`config.mk`:
```
export PLATFORM = sky130hd
export DESIGN_NAME = parallel_port_mode_and_gpio_mux
export DESIGN_NICKNAME = d
export VERILOG_FILES = /design/src/design/pin_mux_pkg.sv /design/src/design/parallel_port_mode_and_gpio_mux.sv /design/src/design/io_pin_cell.sv
export SDC_FILE = /design/constraint.sdc
export NUM_CORES = 1
export LEC_CHECK = 0
export ABC_AREA = 1
export BUFFER_PORTS_ARGS = -buffer_cell sky130_fd_sc_hd__buf_2
export CAP_MARGIN = 20
export CORE_UTILIZATION = 39
export DETAILED_ROUTE_END_ITERATION = 8
export PLACE_DENSITY = 0.76
export SYNTH_ARGS = -nofsm -noshare
export SYNTH_HDL_FRONTEND = slang
export SYNTH_SLANG_ARGS = --single-unit
```
`constraint.sdc`:
```
create_clock -name mclk_in -period 1.15 [get_ports mclk_in]
set_input_delay 0.115 -clock mclk_in [delete_from_list [all_inputs] [get_ports mclk_in]]
set_output_delay 0.115 -clock mclk_in [all_outputs]
set_load 0.005 [all_outputs]
```
`src/design/pin_mux_pkg.sv`:
```
// shared constants and carrier structs for the parallel port pin mux
// assumes one 40 MHz clock, synchronous active-high reset, no register bus
//
// Behaviour
// - while reset is held, execution stops and all control state reinitialises
// - on reset release, fetching starts at program address 0FF80h
// - port mode pin low selects the host port interface
// - port mode pin high selects the external memory interface
// - micro mode bit initial value comes from port, host and subsystem pins
// - external flag pin is output only, a latched software-set bit
// - global off low floats flag, space selects and memory strobe
// - io register write latches values, driven on pins set as outputs
// - io register read returns pin levels for pins set as inputs
// - each io pin has its own direction field
// - io pin 2 as input also gives the branch condition
// - host mode, multiplexed: io pin 3 follows the io control register
// - timer select 1 drives timer on pin 3 while host mode pin is low, 0 keeps plain io
// - memory mode: pin 3 shares act as I/O strobe during io accesses
// - program space select asserted throughout external program accesses
// - data space select asserted throughout external data accesses
// - io space select asserted throughout external io accesses
// - host mode: program and data selects become host strobe inputs
// - host mode: io space select pin becomes subsystem B io pin 3
// - memory strobe active only in memory mode for program or data transfers
// - memory mode: subsystem select low gives A the interface, high gives B
package pin_mux_pkg;

  localparam int          GPIO_WIDTH     = 4;
  localparam logic [17:0] RESET_VECTOR   = 18'h0_FF80;
  localparam logic        STROBE_IDLE    = 1'b1;
  localparam int          TIMER_PIN      = 3;
  localparam int          BRANCH_PIN     = 2;

  typedef enum logic [3:0] {
    ACC_IDLE = 4'b0001,
    ACC_PROG = 4'b0010,
    ACC_DATA = 4'b0100,
    ACC_IO   = 4'b1000
  } access_type;

  typedef struct packed {
    logic [GPIO_WIDTH-1:0] dir;
    logic [GPIO_WIDTH-1:0] val;
    logic                  timer_output_select;
  } io_ctrl_type;

  typedef struct packed {
    logic       program_space_select_n;
    logic       data_space_select_n;
    logic       io_space_select_n;
    logic       memory_strobe_n;
  } strobe_type;

endpackage

```
`src/design/parallel_port_mode_and_gpio_mux.sv`:
```
// pin mux for the shared parallel port, external flag and general io
// assumes access requests come from the core and are synchronous to mclk_in
`timescale 1ns/1ps
module parallel_port_mode_and_gpio_mux
  import pin_mux_pkg::*;
#(
  parameter int GPIO_N = pin_mux_pkg::GPIO_WIDTH
) (
  // clock and reset
  input  wire logic                               mclk_in,
  input  wire logic                               srst_in,
  // mode straps
  input  wire logic                               port_mode_select_in,
  input  wire logic                               host_mode_select_in,
  input  wire logic                               subsystem_select_in,
  input  wire logic                               global_off_n_in,
  // core access request
  input  wire pin_mux_pkg::access_type            access_in,
  input  wire logic                               access_from_b_in,
  // software control
  input  wire logic                               flag_wr_in,
  input  wire logic                               flag_val_in,
  input  wire logic                               io_wr_in,
  input  wire pin_mux_pkg::io_ctrl_type           io_ctrl_in,
  input  wire logic                               timer_in,
  // io pins
  input  wire logic [pin_mux_pkg::GPIO_WIDTH-1:0] io_pin_in,
  output logic [pin_mux_pkg::GPIO_WIDTH-1:0]      io_pin_out,
  output logic [pin_mux_pkg::GPIO_WIDTH-1:0]      io_pin_oe_out,
  output logic [pin_mux_pkg::GPIO_WIDTH-1:0]      io_read_out,
  output logic                                    branch_condition_input_out,
  // subsystem b io pin 3 on the io space select pin
  input  wire logic                               io_select_pin_in,
  // strobe pins
  input  wire logic                               prog_select_pin_in,
  input  wire logic                               data_select_pin_in,
  output pin_mux_pkg::strobe_type                 strobe_out,
  output pin_mux_pkg::strobe_type                 strobe_oe_out,
  output logic                                    host_strobe_one_out,
  output logic                                    host_strobe_two_out,
  output logic                                    sub_b_io_pin_three_out,
  // flag and mode status
  output logic                                    external_flag_out,
  output logic                                    external_flag_oe_out,
  output logic                                    host_port_active_out,
  output logic                                    micro_mode_bit_out,
  output logic                                    ext_owner_b_out,
  output logic                                    fetch_start_out,
  output logic [17:0]                             fetch_addr_out,
  output logic                                    cpu_halt_out
);
  import pin_mux_pkg::*;

  // port widths follow the package, so a different pin count cannot be served
  if (GPIO_N != GPIO_WIDTH) begin : g_bad_width
    $error("GPIO_N must equal GPIO_WIDTH");
  end
  // the timer and branch pins must be two distinct io pins
  if (TIMER_PIN >= GPIO_N) begin : g_bad_timer_pin
    $error("TIMER_PIN lies outside the io pins");
  end
  if (BRANCH_PIN >= GPIO_N) begin : g_bad_branch_pin
    $error("BRANCH_PIN lies outside the io pins");
  end
  if (TIMER_PIN == BRANCH_PIN) begin : g_bad_pin_share
    $error("TIMER_PIN and BRANCH_PIN must differ");
  end

  typedef struct packed {
    logic       flag;
    logic       micro_mode;
    logic       in_reset;
    logic       fetch_start;
    logic       timer_sel;
    logic       b3_dir;
    logic       b3_val;
    strobe_type strobes;
  } mux_state_type;

  mux_state_type state_r;
  mux_state_type state_nxt;

  logic                  host_mode;
  logic                  access_ours;
  logic                  b3_drive;
  logic [GPIO_WIDTH-1:0] cell_out;
  logic [GPIO_WIDTH-1:0] cell_oe;
  logic [GPIO_WIDTH-1:0] cell_rd;

  assign host_mode = ~port_mode_select_in;
  assign access_ours = (access_from_b_in == subsystem_select_in);

  genvar gi;
  generate
    for (gi = 0; gi < GPIO_WIDTH; gi++) begin : g_cell
      io_pin_cell u_cell (
        .mclk_in      (mclk_in),
        .srst_in      (srst_in),
        .wr_in        (io_wr_in),
        .dir_in       (io_ctrl_in.dir[gi]),
        .val_in       (io_ctrl_in.val[gi]),
        .pin_level_in (io_pin_in[gi]),
        .pin_out      (cell_out[gi]),
        .pin_oe_out   (cell_oe[gi]),
        .rd_level_out (cell_rd[gi])
      );
    end
  endgenerate

  always_comb begin
    state_nxt             = state_r;
    state_nxt.fetch_start = 1'b0;
    state_nxt.in_reset    = 1'b0;
    if (state_r.in_reset) begin
      state_nxt.fetch_start = 1'b1;
    end
    if (flag_wr_in) begin
      state_nxt.flag = flag_val_in;
    end
    if (io_wr_in) begin
      state_nxt.timer_sel = io_ctrl_in.timer_output_select;
      state_nxt.b3_dir    = io_ctrl_in.dir[TIMER_PIN];
      state_nxt.b3_val    = io_ctrl_in.val[TIMER_PIN];
    end
    state_nxt.strobes = '{default: STROBE_IDLE};
    if (!host_mode && access_ours) begin
      case (access_in)
        ACC_PROG: begin
          state_nxt.strobes.program_space_select_n = 1'b0;
          state_nxt.strobes.memory_strobe_n        = 1'b0;
        end
        ACC_DATA: begin
          state_nxt.strobes.data_space_select_n = 1'b0;
          state_nxt.strobes.memory_strobe_n     = 1'b0;
        end
        ACC_IO: begin
          state_nxt.strobes.io_space_select_n = 1'b0;
        end
        ACC_IDLE: begin
          state_nxt.strobes = '{default: STROBE_IDLE};
        end
        default: begin
          state_nxt.strobes = '{default: STROBE_IDLE};
        end
      endcase
    end
  end

  always_ff @(posedge mclk_in) begin
    if (srst_in) begin
      state_r          <= '0;
      state_r.strobes  <= '{default: STROBE_IDLE};
      state_r.in_reset <= 1'b1;
      // strap combination sampled while reset is held
      state_r.micro_mode <= port_mode_select_in & ~host_mode_select_in
                            & ~subsystem_select_in;
    end else begin
      state_r <= state_nxt;
    end
  end

  assign strobe_out = state_r.strobes;

  always_comb begin
    strobe_oe_out = '0;
    if (global_off_n_in) begin
      // host mode: program and data selects are host inputs
      strobe_oe_out.program_space_select_n = ~host_mode;
      strobe_oe_out.data_space_select_n    = ~host_mode;
      // io select pin drives as io strobe in memory mode, in host mode only as sub b output
      strobe_oe_out.io_space_select_n      = b3_drive;
      strobe_oe_out.memory_strobe_n        = 1'b1;
    end
  end
  // host strobes driven by host; selects not driven
  assign host_strobe_one_out = host_mode ? prog_select_pin_in : 1'b1;
  assign host_strobe_two_out = host_mode ? data_select_pin_in : 1'b1;

  always_comb begin
    io_pin_out    = cell_out;
    io_pin_oe_out = cell_oe;
    io_read_out   = cell_rd;
    if (host_mode && !host_mode_select_in && state_r.timer_sel) begin
      io_pin_out[TIMER_PIN]    = timer_in;
      io_pin_oe_out[TIMER_PIN] = 1'b1;
    end
    // memory mode keeps pin 3 as strobe
    if (!host_mode) begin
      io_pin_oe_out[TIMER_PIN] = global_off_n_in;
      io_pin_out[TIMER_PIN]    = state_r.strobes.io_space_select_n;
    end
  end

  always_comb begin
    b3_drive               = 1'b1;
    sub_b_io_pin_three_out = state_r.strobes.io_space_select_n;
    // io select pin becomes sub b pin 3
    if (host_mode) begin
      b3_drive               = state_r.timer_sel | state_r.b3_dir;
      sub_b_io_pin_three_out = state_r.b3_val;
      if (state_r.timer_sel) begin
        sub_b_io_pin_three_out = timer_in;
      end else if (!state_r.b3_dir) begin
        // a released pin echoes its own level; enabling the driver switches it to b3_val, latched by the same write
        sub_b_io_pin_three_out = io_select_pin_in;
      end
    end
  end

  // branch condition from pin 2 as input
  assign branch_condition_input_out = cell_oe[BRANCH_PIN] ? 1'b1 : io_pin_in[BRANCH_PIN];
  assign external_flag_out    = state_r.flag;
  assign external_flag_oe_out = global_off_n_in;
  assign host_port_active_out = host_mode;
  assign micro_mode_bit_out   = state_r.micro_mode;
  assign ext_owner_b_out      = subsystem_select_in;
  assign fetch_start_out      = state_r.fetch_start;
  assign fetch_addr_out       = RESET_VECTOR;
  assign cpu_halt_out         = srst_in;
endmodule

```
`src/design/io_pin_cell.sv`:
```
// one general purpose io pin: latched output value and direction
// assumes synchronous inputs on mclk_in
`timescale 1ns/1ps
module io_pin_cell (
  // clock and reset
  input  wire logic mclk_in,
  input  wire logic srst_in,
  // software write
  input  wire logic wr_in,
  input  wire logic dir_in,
  input  wire logic val_in,
  // pin
  input  wire logic pin_level_in,
  output logic      pin_out,
  output logic      pin_oe_out,
  output logic      rd_level_out
);
  typedef struct packed {
    logic dir;
    logic val;
  } cell_state_type;

  cell_state_type state_r;
  cell_state_type state_nxt;

  always_comb begin
    state_nxt = state_r;
    if (wr_in) begin
      state_nxt.dir = dir_in;
      state_nxt.val = val_in;
    end
  end

  always_ff @(posedge mclk_in) begin
    if (srst_in) begin
      state_r <= '0;
    end else begin
      state_r <= state_nxt;
    end
  end

  assign pin_out    = state_r.val;
  assign pin_oe_out = state_r.dir;
  // inputs read pin level, outputs read latch
  assign rd_level_out = state_r.dir ? state_r.val : pin_level_in;
endmodule

```
Word level (Yosys, flattened, before mapping). Cells that the tools add are included.

Register bits after elaboration: 17. Word-level logic and storage cells: 58. Input bits: 31. Output and inout port bits: 49.

Equality and inequality tests: 4. Bitwise gates (word level): 7. Reductions and logical operators: 6. Multiplexer cells: 24.

Operator list (count): 1-bit two-way mux (20); 9-bit two-way mux (1); 4-bit two-way mux (2); 4-bit by 2-bit == test with 1-bit output, second input constant (1); 4-bit by 3-bit == test with 1-bit output, second input constant (1); 4-bit == test, second input constant (1); 1-bit inverter (4); 2-bit OR reduction (2); 1-bit logical AND (3); 3-bit two-way mux (1); 1-bit AND (2); 1-bit == test (1); 1-bit logical NOT (1); 1-bit OR (1).

Depth between registers and ports, before layout. Gate-level depths: netlist of run 1.

Depth in word-level cells: 5. Mapped depth: 6. Gate-level depth less buffers: 6.

By module. From an unflattened synthesis of run 1, not the netlist that was laid out.

Cells, all modules: 171. Area total of the unflattened synthesis: 1126.1 um^2.

Modules (own cells, without submodules): parallel_port_mode_and_gpio_mux (instances 1, cells an instance 107, sequential area each 230.2 um^2, area an instance 750.7 um^2); io_pin_cell (instances 4, cells an instance 16, sequential area each 40.0 um^2, area an instance 93.8 um^2).

Worst setup path after synthesis of run 1. Ideal clock, no wire load.

Path kind: register -> output. Start point: register g_cell[2].u_cell.state_r, in the netlist g_cell[2].u_cell.pin_oe_out. End point: output port io_read_out[2] (netlist name). Data arrival time: 0.825 ns. Path slack: 0.210 ns. Data required time: 1.035 ns. Stages on the path, launching flop included: 4. Buffers on the path: 1. Cells stage by stage: dfxtp_1 -> or2_2 -> o21a_1 -> buf_4.

Cells in the longest elaborated chain, start to end: 1.

Ends and longest elaborated chain: start: declaration (line io_pin_cell.sv:23) `cell_state_type state_r;`; start signal: assignment (line io_pin_cell.sv:38) `state_r <= state_nxt;`; 1-bit two-way mux (line io_pin_cell.sv:45) `assign rd_level_out = state_r.dir ? state_r.val : pin_level_in;`; end: declaration (line parallel_port_mode_and_gpio_mux.sv:30) `output logic [pin_mux_pkg::GPIO_WIDTH-1:0] io_read_out,`.

No other way between the ends.

Worst setup path after layout of run 1.
Start point: register state_r[6] (netlist name). End point: output port sub_b_io_pin_three_out.

Cells in the longest elaborated chain, start to end: 2.

Ends and longest elaborated chain: start: declaration (line parallel_port_mode_and_gpio_mux.sv:80) `mux_state_type state_r;`; start signal: assignment (line parallel_port_mode_and_gpio_mux.sv:158) `state_r <= state_nxt;`; 1-bit two-way mux (line parallel_port_mode_and_gpio_mux.sv:201) `if (state_r.timer_sel) begin`; 1-bit two-way mux (line parallel_port_mode_and_gpio_mux.sv:198) `if (host_mode) begin`; end: declaration (line parallel_port_mode_and_gpio_mux.sv:41) `output logic sub_b_io_pin_three_out,`.

No other way between the ends.

==> results of run 1 <==
[kinds of logic after synthesis]
family | Yosys count | share of synthesized area
AO/OA/AOI/OAI | 21 | 0.110
buffers and inverters | 56 | 0.347
flip-flops | 17 | 0.339
multiplexers | 2 | 0.0218
other | 2 | 0.00728
AND/OR/NAND/NOR | 44 | 0.175
[registers in the layout, summed over array words and instances (netlist names)]
name,count
g_cell.u_cell.pin_out,4
micro_mode_bit_out,1
external_flag_out,1
strobe_out,4
state_r,3
fetch_start_out,1
g_cell.u_cell.pin_oe_out,3
[layer usage]
metal,GRT usage,vias up,wire [um]
met5,0,-,0
met4,0.0702,0,18
met3,0.0144,2,153
met2,0.238,51,973
met1,0.155,396,748
li1,-,474,-
[placed cells by master (no fill, tap or decap), drive strengths merged]
cell type / instances
mux2: 2
a21oi: 5
nand3: 4
nor2: 16
dfxtp: 16
or2: 3
edfxtp: 1
a21boi: 1
o21a: 1
dlygate4sd3: 2
clkbuf: 3
nand2: 19
conb: 18
o21ai: 14
inv: 17
nor3: 2
buf: 64
clkinv: 1
[power groups by stage]
stage	registers (uW)	logic, uW	clock network [uW]
global placement	657	252	0
floorplan	655	218	0
global route	655	324	353
finish	650	283	306
detailed placement	657	256	0
CTS	648	277	335
[what timing repair did]
action,4_1_cts,5_1_grt
setup buffers,1,1
pin swaps,3,2
resized for setup,11,8
endpoints found under the setup margin,7,9
hold buffers,2,0
endpoints found under the hold margin,2,0
[how the worst max path moves through the flow]
| stage | slack [ns] | cells after the start | endpoint | from |
|---|---|---|---|---|
| 6_report | -0.04 | 6 | sub_b_io_pin_three_out | state_r[6] |
| 5_1_grt | -0.11 | 6 | io_pin_out[3] | state_r[6] |
| 4_1_cts | -0.05 | 6 | sub_b_io_pin_three_out | state_r[6] |
| 3_5_place_dp | 0.23 | 3 | io_read_out[2] | g_cell[2].u_cell.pin_oe_out |
| 3_3_place_gp | 0.24 | 3 | io_read_out[2] | g_cell[2].u_cell.pin_oe_out |
| 2_1_floorplan | 0.21 | 3 | io_read_out[2] | g_cell[2].u_cell.pin_oe_out |
[layout make-up]
class                   instances  area share
clock buffers                   3      0.0180
repair buffers                 66       0.283
inverters                      17      0.0510
well taps                      30      0.0300
multi-input cells              85       0.325
clock inverters                 1     0.00400
flip-flops and latches         17       0.289
[metrics by stage]
stage / std cells / cell area (um2) / worst slack [ns]
global placement: 211 / 1150 / 0.235
CTS: 218 / 1230 / -0.0522
finish: 219 / 1250 / -0.0442
detailed placement: 211 / 1150 / 0.229
floorplan: 158 / 1090 / 0.210
global route: 219 / 1250 / -0.112
[worst register-to-register path: stages (launching register included)]
cell and delay (ns):
dfxtp_2 0.34, buf_4 0.13, o21ai_0 0.14, nor2_1 0.05
==> metrics.cfg, run 1 <==
[pwr]
powerDensity_nw_per_um2=991
power_uw=1240
internal_power_uw=902
swShare=0.272
p_sw_uw=337
p_comb_frac=0.229
p_clk_frac=0.247
p_leak_uw=0.000709
seqPwrFrac=0.524
irDropWorstVdd_mv=0.609

[sta]
setup_ws_ns=-0.0442
finalCriticalPeriod_ns=1.19
fin_skew_ns=0.000141
fin_crit_sh=1.04
maxSlewViolCount=0
tns_ns=-0.141
hold_ws_ns=0.0471
fmax_mhz=837
hold_viol_final=0
rsz0062_at_grt=true
setup_viol=6

[yosys]
synth.top_cell.area_share=0.310
synth_edf_count=1
netlist_area_um2=1030
synth_top_cell_by_area=dfxtp_1
synth_top_flop_cell=dfxtp_1
yosysSeqAreaShare=0.339
synth_common_cells=37 x buf_4, 19 x nand2_1, 16 x dfxtp_1, 16 x inv_1, 16 x nor2_1
synth_seq_cells=17
synth.distinct_cells=20
syn_inst=142
ys_top_cells_by_area=dfxtp_1 31%, buf_4 27%, nand2_1 6.9%
synth-async-reset-ratio=0
synth.avg_cell_area_um2=7.27
ys_warn_count=0
yosysMostFrequentCell=buf_4

[detailed_routing]
drc_errors=0
wl_per_cell_um=8.64
drt_first_iter_violations=10
ant_nets=0
via_per_inst=4.21
drt_wl_total_um=1890
dr.pass1.iters=4
vias=923

[placed_design]
numPortBuffers=61
gp_congestion=0.643
dpl.hpwl_um=1420

[status]
status=finished with violations
violations=setup timing

[cells_and_area]
multiInputGateArea_um2=407
drive_gt1_frac=0.450
syn2layout_area_growth_pct=21.2
register_area_um2=362
antenna_cells=0
nets=221
n_fill_cell=265
final_util=0.501

[setup_path]
start_kind=flip-flop
cpPeakStageDelay_ns=0.40
path_cells=inv_2, nand3_1, nand3_1, nand2_1, nand2_1, buf_2
cp_num_buf_inv=2
r2r_slack_ns=0.40
required_ns=1.03
worst-r2r-cell-count=3
r2r-end=g_cell[1].u_cell.pin_oe_out
critPathTopFamily=flip-flops
endpoint_kind=primary output
cpMaxStageDelayCell=dfxtp_4
path_class=flip-flop to primary output
crit-reg2reg-launch=g_cell[1].u_cell.pin_oe_out
cp.arrival_ns=1.08
critPathMaxFanout=4

[global_routing]
grt_pass1_vias=707
grt_pass1_wl_um=2820
grt_max_degree=14
grt_use_total=0.134
overflow=0
antenna_found_initial=0

[clock_network]
clockBufferDepth=2
clock_latency_ns=0.28
clock-sinks=17
root_buffer=clkbuf_4
clk_pin_slew_ns=0.10
h-tree-depth=1
cts_made_buffers=3
cts_tree=yes

[floorplan]
io_pins=80
rows=18
die_y_um=53.4
die-area_um2=2860
core_um2=2500
fp.dieW_um=53.4
start_util=0.413

[min_path]
whs_path_depth=3
hp-start=io_ctrl_in[1]
hold_end=g_cell[0].u_cell.pin_out
hp-class=input port to flip-flop

[job]
maxCapViolCount=0

No activity file was read; power rests on OpenSTA's default activity.
==> run 2: changes to the inputs <==
--- a/config.mk
+++ b/config.mk
@@ -5,12 +5,12 @@
 export SDC_FILE = /design/constraint.sdc
 export NUM_CORES = 1
 export LEC_CHECK = 0
-export ABC_AREA = 1
+export ABC_AREA = 0
 export BUFFER_PORTS_ARGS = -buffer_cell sky130_fd_sc_hd__buf_2
 export CAP_MARGIN = 20
-export CORE_UTILIZATION = 39
+export CORE_UTILIZATION = 40
 export DETAILED_ROUTE_END_ITERATION = 8
-export PLACE_DENSITY = 0.76
+export PLACE_DENSITY = 0.77
 export SYNTH_ARGS = -nofsm -noshare
 export SYNTH_HDL_FRONTEND = slang
 export SYNTH_SLANG_ARGS = --single-unit
==> constraint.sdc (replaced) <==
create_clock -name mclk_in -period 1.15 [get_ports mclk_in]
set_input_delay 0.23 -clock mclk_in [delete_from_list [all_inputs] [get_ports mclk_in]]
set_output_delay 0.23 -clock mclk_in [all_outputs]
set_load 0.005 [all_outputs]
==> run 2 against run 1 <==
Against the previous run: the flow still finishes with violations (setup timing); critical path type unchanged; non-clock buffer count fell by 2; hold slack better by 0.12 ns; global-route usage is 0.66 points higher; count of clock-buffer cells in the layout is 1 higher; final cell count decreased by 16%; sequential share of layout area shrank 0.96 points; clock power about the same.
==> metrics.cfg, run 2 <==
[status]
status=finished with violations
violations=setup timing

[yosys]
synth_edf_count=1  ; unchanged
synth_top_cell_by_area=dfxtp_1
netlist_area_um2=1060  ; +3.0%
yosysSeqAreaShare=0.329  ; -0.00998
synth_compound_area_frac=0.0447  ; -0.0656
synth-async-reset-ratio=0  ; unchanged
synth_seq_cells=17  ; unchanged
synth.avg_cell_area_um2=9.58  ; +32%
synthXorXnorAreaFrac=0.0165  ; +0.0165
synth.distinct_cells=28  ; +40%
ys_warn_count=0  ; unchanged
synth_top_flop_cell=dfxtp_1
synth-adder-area-share=0  ; unchanged
synth_top_family_by_area=buffers and inverters
ys_top_cells_by_area=dfxtp_1 30%, buf_4 27%, mux2i_1 9.4%
syn_inst=111  ; -22%
synthSimpleGateAreaFrac=0.179  ; +0.00428
synth_common_cells=38 x buf_4, 16 x dfxtp_1, 13 x nor2_1, 10 x mux2i_1, 4 x mux2_2
yosysMostFrequentCell=buf_4
synth.top_cell.area_share=0.301  ; -0.00913
synth.area.mux_share=0.136  ; +0.115

[detailed_routing]
wl_per_cell_um=11.7  ; +35%
vias=821  ; -11%
drt_wl_total_um=2160  ; +14%
ant_nets=0  ; unchanged
drc_errors=0  ; unchanged
via_per_inst=4.44  ; +5.3%
drt_first_iter_violations=3  ; -7
dr.pass1.iters=2  ; -2

[clock_network]
cts_made_buffers=3  ; unchanged
clockBufferDepth=2  ; unchanged
clk_pin_slew_ns=0.09  ; about the same
clock-sinks=17  ; unchanged
root_buffer=clkbuf_4
cts_tree=yes
h-tree-depth=1  ; unchanged
clock_latency_ns=0.28  ; about the same

[placed_design]
gp_congestion=0.642  ; -0.17%
dpl.hpwl_um=1660  ; +17%
place_ws_ns=-0.0506  ; -0.279 ns
numPortBuffers=61  ; unchanged
dpl_cell_area_um2=1170  ; +2.1%

[sta]
rsz0062_at_grt=true
hold_viol_final=0  ; unchanged
fin_crit_sh=1.22  ; +0.185
hold_ws_ns=0.163  ; +0.116 ns
setup_ws_ns=-0.257  ; -0.212 ns
fmax_mhz=711  ; -15%
setup_viol=9  ; +3
fin_skew_ns=0.0000526  ; -0.0000887 ns
finalCriticalPeriod_ns=1.41  ; +0.212 ns
maxSlewViolCount=0  ; unchanged

[floorplan]
rows=18  ; unchanged
io_pins=80  ; unchanged
die_y_um=53.6  ; +0.22%
start_util=0.425  ; +0.0125
core_um2=2500  ; unchanged
die-area_um2=2870  ; +0.45%
fp.dieW_um=53.6  ; +0.22%

[cells_and_area]
nets=187  ; -15%
layout_commonest_cell=buf_2
multiInputGateArea_um2=522  ; +28%
antenna_cells=0  ; unchanged
n_fill_cell=241  ; -9.1%
drive_gt1_frac=0.581  ; +0.131
syn2layout_area_growth_pct=22.9
design_area_um2=1310  ; +4.5%
register_area_um2=365  ; +1.0%
final_cell_mix=57 x buf_2, 18 x conb_1, 13 x nor2_1

[setup_path]
path_cells=nand2b_4, a221oi_2, buf_2
required_ns=0.92  ; -0.11 ns
path_class=flip-flop to primary output
critPathMaxFanout=6  ; +2
cp.arrival_ns=1.18  ; +0.10 ns
cp_num_buf_inv=1  ; -1
endpoint_kind=primary output
critPathTopFamily=flip-flops
cpPeakStageDelay_ns=0.38  ; -0.02 ns
start_kind=flip-flop
cpMaxStageDelayCell=dfxtp_4

[global_routing]
overflow=0  ; unchanged
grt_max_degree=14  ; unchanged
grt_pass1_wl_um=2940  ; +4.1%
grt_pass1_vias=719  ; +1.7%
grt_use_total=0.140  ; +0.00657
antenna_found_initial=0  ; unchanged

[pwr]
irDropWorstVdd_mv=0.540  ; -11%
powerDensity_nw_per_um2=967  ; -2.4%
p_leak_uw=0.000667  ; -5.9%

[min_path]
hp-class=input port to flip-flop

[job]
maxCapViolCount=0  ; unchanged

run 2: changes by cell type in the layout (fill, tap and decap cells not counted), sizes merged, moves of 3 or more:
cell,previous run,this run
inv,17,1
nand3,4,1
nand2,19,0
mux2i,0,10
o21ai,14,0
a21oi,5,0
run 2: worst reg2reg max path: stages, from the launching register on:
cell and delay [ns]:
dfxtp_2 0.34, buf_4 0.13, mux2i_1 0.11, nor2_1 0.05
run 2: power by group:
part | internal [uW] | switching (uW)
clock network | 134 | 174
registers | 621 | 26.1
logic | 172 | 137
run 2: worst paths after layout:
path / from / to / slack (ns) / depth (start not counted)
worst max register to register: g_cell[0].u_cell.pin_oe_out / g_cell[0].u_cell.pin_oe_out / 0.42 / 3
worst min-delay path: access_in[3] / strobe_out[1] / 0.16 / 2
worst min register to register: state_r[8] / fetch_start_out / 0.45 / 1
worst max-delay path: state_r[5] / sub_b_io_pin_three_out / -0.26 / 3
run 2: per-layer routing:
metal  GRT usage  up-vias  wire, um
li1            -      403         -
met1       0.139      380       775
met2       0.292       38      1290
met3           0        0        92
met4      0.0746        0         0
met5           0        -         0
run 2: logic make-up (layout without fill, tap and decap cells):
family | after synthesis | after routing
buffers and inverters | 41 | 69
AND/OR/NAND/NOR | 30 | 30
flip-flops | 17 | 17
multiplexers | 14 | 14
AO/OA/AOI/OAI | 5 | 5
other | 2 | 18
XOR/XNOR | 2 | 2
run 2: timing repair:
action                     in CTS  in global routing
setup endpoints to repair       9                  9
pin swaps                       4                  3
hold buffers                    0                  0
resized for setup              19                  4
buffers inserted                2                  0
run 2: final cells by class:
class / count / share of cell area
multi-input cells: 69 / 0.399
well taps: 30 / 0.0287
repair buffers: 64 / 0.270
clock buffers: 4 / 0.0201
inverters: 1 / 0.00287
flip-flops and latches: 17 / 0.279
run 2: per-stage QoR:
| step | util | instances | total power [uW] | TNS, ns |
|---|---|---|---|---|
| 6_report | 0.523 | 185 | 1260 | -1.34 |
| 5_1_grt | 0.523 | 185 | 1340 | -1.65 |
| 2_1_floorplan | - | 127 | 874 | 0 |
| 4_1_cts | 0.516 | 185 | 1270 | -1.46 |
| 3_5_place_dp | 0.469 | 179 | 922 | -0.0506 |
| 3_3_place_gp | 0.469 | 179 | 911 | 0 |
==> run 3: changes to the inputs <==
--- a/config.mk
+++ b/config.mk
@@ -8,9 +8,9 @@
 export ABC_AREA = 0
 export BUFFER_PORTS_ARGS = -buffer_cell sky130_fd_sc_hd__buf_2
 export CAP_MARGIN = 20
-export CORE_UTILIZATION = 40
+export CORE_UTILIZATION = 36
 export DETAILED_ROUTE_END_ITERATION = 8
-export PLACE_DENSITY = 0.77
+export PLACE_DENSITY = 0.73
 export SYNTH_ARGS = -nofsm -noshare
 export SYNTH_HDL_FRONTEND = slang
 export SYNTH_SLANG_ARGS = --single-unit
==> constraint.sdc (replaced) <==
create_clock -name mclk_in -period 1.2 [get_ports mclk_in]
set_input_delay 0.24 -clock mclk_in [delete_from_list [all_inputs] [get_ports mclk_in]]
set_output_delay 0.24 -clock mclk_in [all_outputs]
set_load 0.005 [all_outputs]
==> run 3 against run 2 <==
Against the previous run: the flow still finishes with violations (setup timing); cell area rose by 0.67%; combinational power shrank 4%; setup slack better by 0.097 ns; critical path depth unchanged; non-clock buffer count increased by 1; die area up 11%; clock power shrank 6%; hold slack gained 0.018 ns; wire length fell by 9.3%; global-route usage fell by 2.2 points; critical endpoint unchanged; highest routed layer unchanged.
==> metrics.cfg, run 3 (synthesis gave the netlist of run 2 again) <==
[setup_path]
path_class=flip-flop to primary output
start_kind=flip-flop
cp_num_buf_inv=1  ; unchanged
cpMaxStageDelayCell=dfxtp_4
cpPeakStageDelay_ns=0.37  ; about the same
critPathMaxFanout=5  ; -1
cp.arrival_ns=1.12  ; -0.06 ns
endpoint_kind=primary output
required_ns=0.96  ; +0.04 ns
path_cells=nand2b_4, a221oi_2, buf_2
critPathTopFamily=flip-flops

[detailed_routing]
dr.pass1.iters=4  ; +2
wl_per_cell_um=10.5  ; -10%
drt_first_iter_violations=17  ; +14
drc_errors=0  ; unchanged
ant_nets=0  ; unchanged
drt_wl_total_um=1960  ; -9.3%
via_per_inst=4.35  ; -1.9%
vias=814  ; -0.85%

[placed_design]
dpl_cell_area_um2=1170  ; +0.11%
place_ws_ns=0.0375  ; +0.0881 ns
dpl.hpwl_um=1430  ; -14%
gp_congestion=0.811  ; +26%
placed_cells=180  ; +0.56%
numPortBuffers=61  ; unchanged

[clock_network]
clk_pin_slew_ns=0.09  ; about the same
root_buffer=clkbuf_4
clock_latency_ns=0.28  ; about the same
clock-sinks=17  ; unchanged
h-tree-depth=1  ; unchanged
clockBufferDepth=2  ; unchanged
cts_made_buffers=3  ; unchanged
holdBufCountCts=0  ; unchanged
cts_tree=yes

[status]
violations=setup timing
status=finished with violations

[sta]
fin_skew_ns=0.0000123  ; -0.0000404 ns
fmax_mhz=735
fin_crit_sh=1.13
rsz0062_at_grt=true
hold_viol_final=0  ; unchanged
finalCriticalPeriod_ns=1.36
maxSlewViolCount=0  ; unchanged
hold_ws_ns=0.180  ; +0.0175 ns
setup_ws_ns=-0.160  ; +0.0966 ns
setup_viol=9  ; unchanged

[floorplan]
die-area_um2=3180  ; +11%
fp.dieW_um=56.4  ; +5.2%
die_y_um=56.4  ; +5.2%
rows=19  ; +1
io_pins=80  ; unchanged
start_util=0.382  ; -0.0431
core_um2=2780  ; +11%

[global_routing]
grt_pass1_vias=679  ; -5.6%
grt_max_degree=14  ; unchanged
antenna_found_initial=0  ; unchanged
overflow=0  ; unchanged
grt_pass1_wl_um=2990  ; +1.9%
grt_use_total=0.118  ; -0.0225

[cells_and_area]
final_cell_mix=57 x buf_2, 18 x conb_1, 12 x nor2_1
syn2layout_area_growth_pct=23.8
finalNonFillerCells=187  ; +1.1%
nets=188  ; +0.53%
design_area_um2=1320  ; +0.67%
antenna_cells=0  ; unchanged
layout_commonest_cell=buf_2
drive_gt1_frac=0.583  ; +0.00269
n_fill_cell=272  ; +13%

[pwr]
power_uw=1200  ; -4.9%
powerDensity_nw_per_um2=914  ; -5.5%
p_leak_uw=0.000668  ; +0.15%
irDropWorstVdd_mv=0.542  ; +0.40%

[min_path]
hp-class=input port to flip-flop

[job]
maxCapViolCount=0  ; unchanged

-- run 3: per-stage QoR --
stage | setup TNS, ns | util
floorplan | 0 | -
global placement | 0 | 0.422
detailed placement | 0 | 0.422
CTS | -1.02 | 0.461
global route | -1.44 | 0.473
finish | -0.940 | 0.473
-- run 3: where the power goes --
part	total, uW	switching (uW)	internal [uW]
sequential	617	21.4	595
clock	290	161	129
combinational	297	130	167
-- run 3: timing repair --
action | in CTS | in global routing
buffers inserted | 2 | 1
endpoints found under the hold margin | 0 | 0
setup endpoints to repair | 9 | 9
resized for setup | 18 | 6
pin swaps | 3 | 1
-- run 3: layout make-up --
| class | instances | area (um2) | area share |
|---|---|---|---|
| inverter | 1 | 3.75 | 0.00285 |
| timing repair buffer | 65 | 360 | 0.274 |
| tap | 31 | 38.8 | 0.0295 |
| clock buffer | 4 | 26.3 | 0.0200 |
| multi-input combinational | 69 | 522 | 0.396 |
| sequential | 17 | 365 | 0.278 |
-- run 3: metal layers --
layer  vias to the layer above  track usage  wire length, um
li1                        402            -                -
met1                       371        0.121              691
met2                        41        0.230             1150
met3                         0       0.0115              117
met4                         0       0.0662                0
met5                         -            0                0
-- run 3: path summary, 6_finish.rpt --
path,startpoint,endpoint,slack [ns],depth (start not counted)
worst max register to register,state_r[5],state_r[5],0.41,3
worst min register to register,state_r[8],fetch_start_out,0.44,1
worst min-delay path,access_in[3],strobe_out[1],0.18,2
worst max-delay path,state_r[5],sub_b_io_pin_three_out,-0.16,3
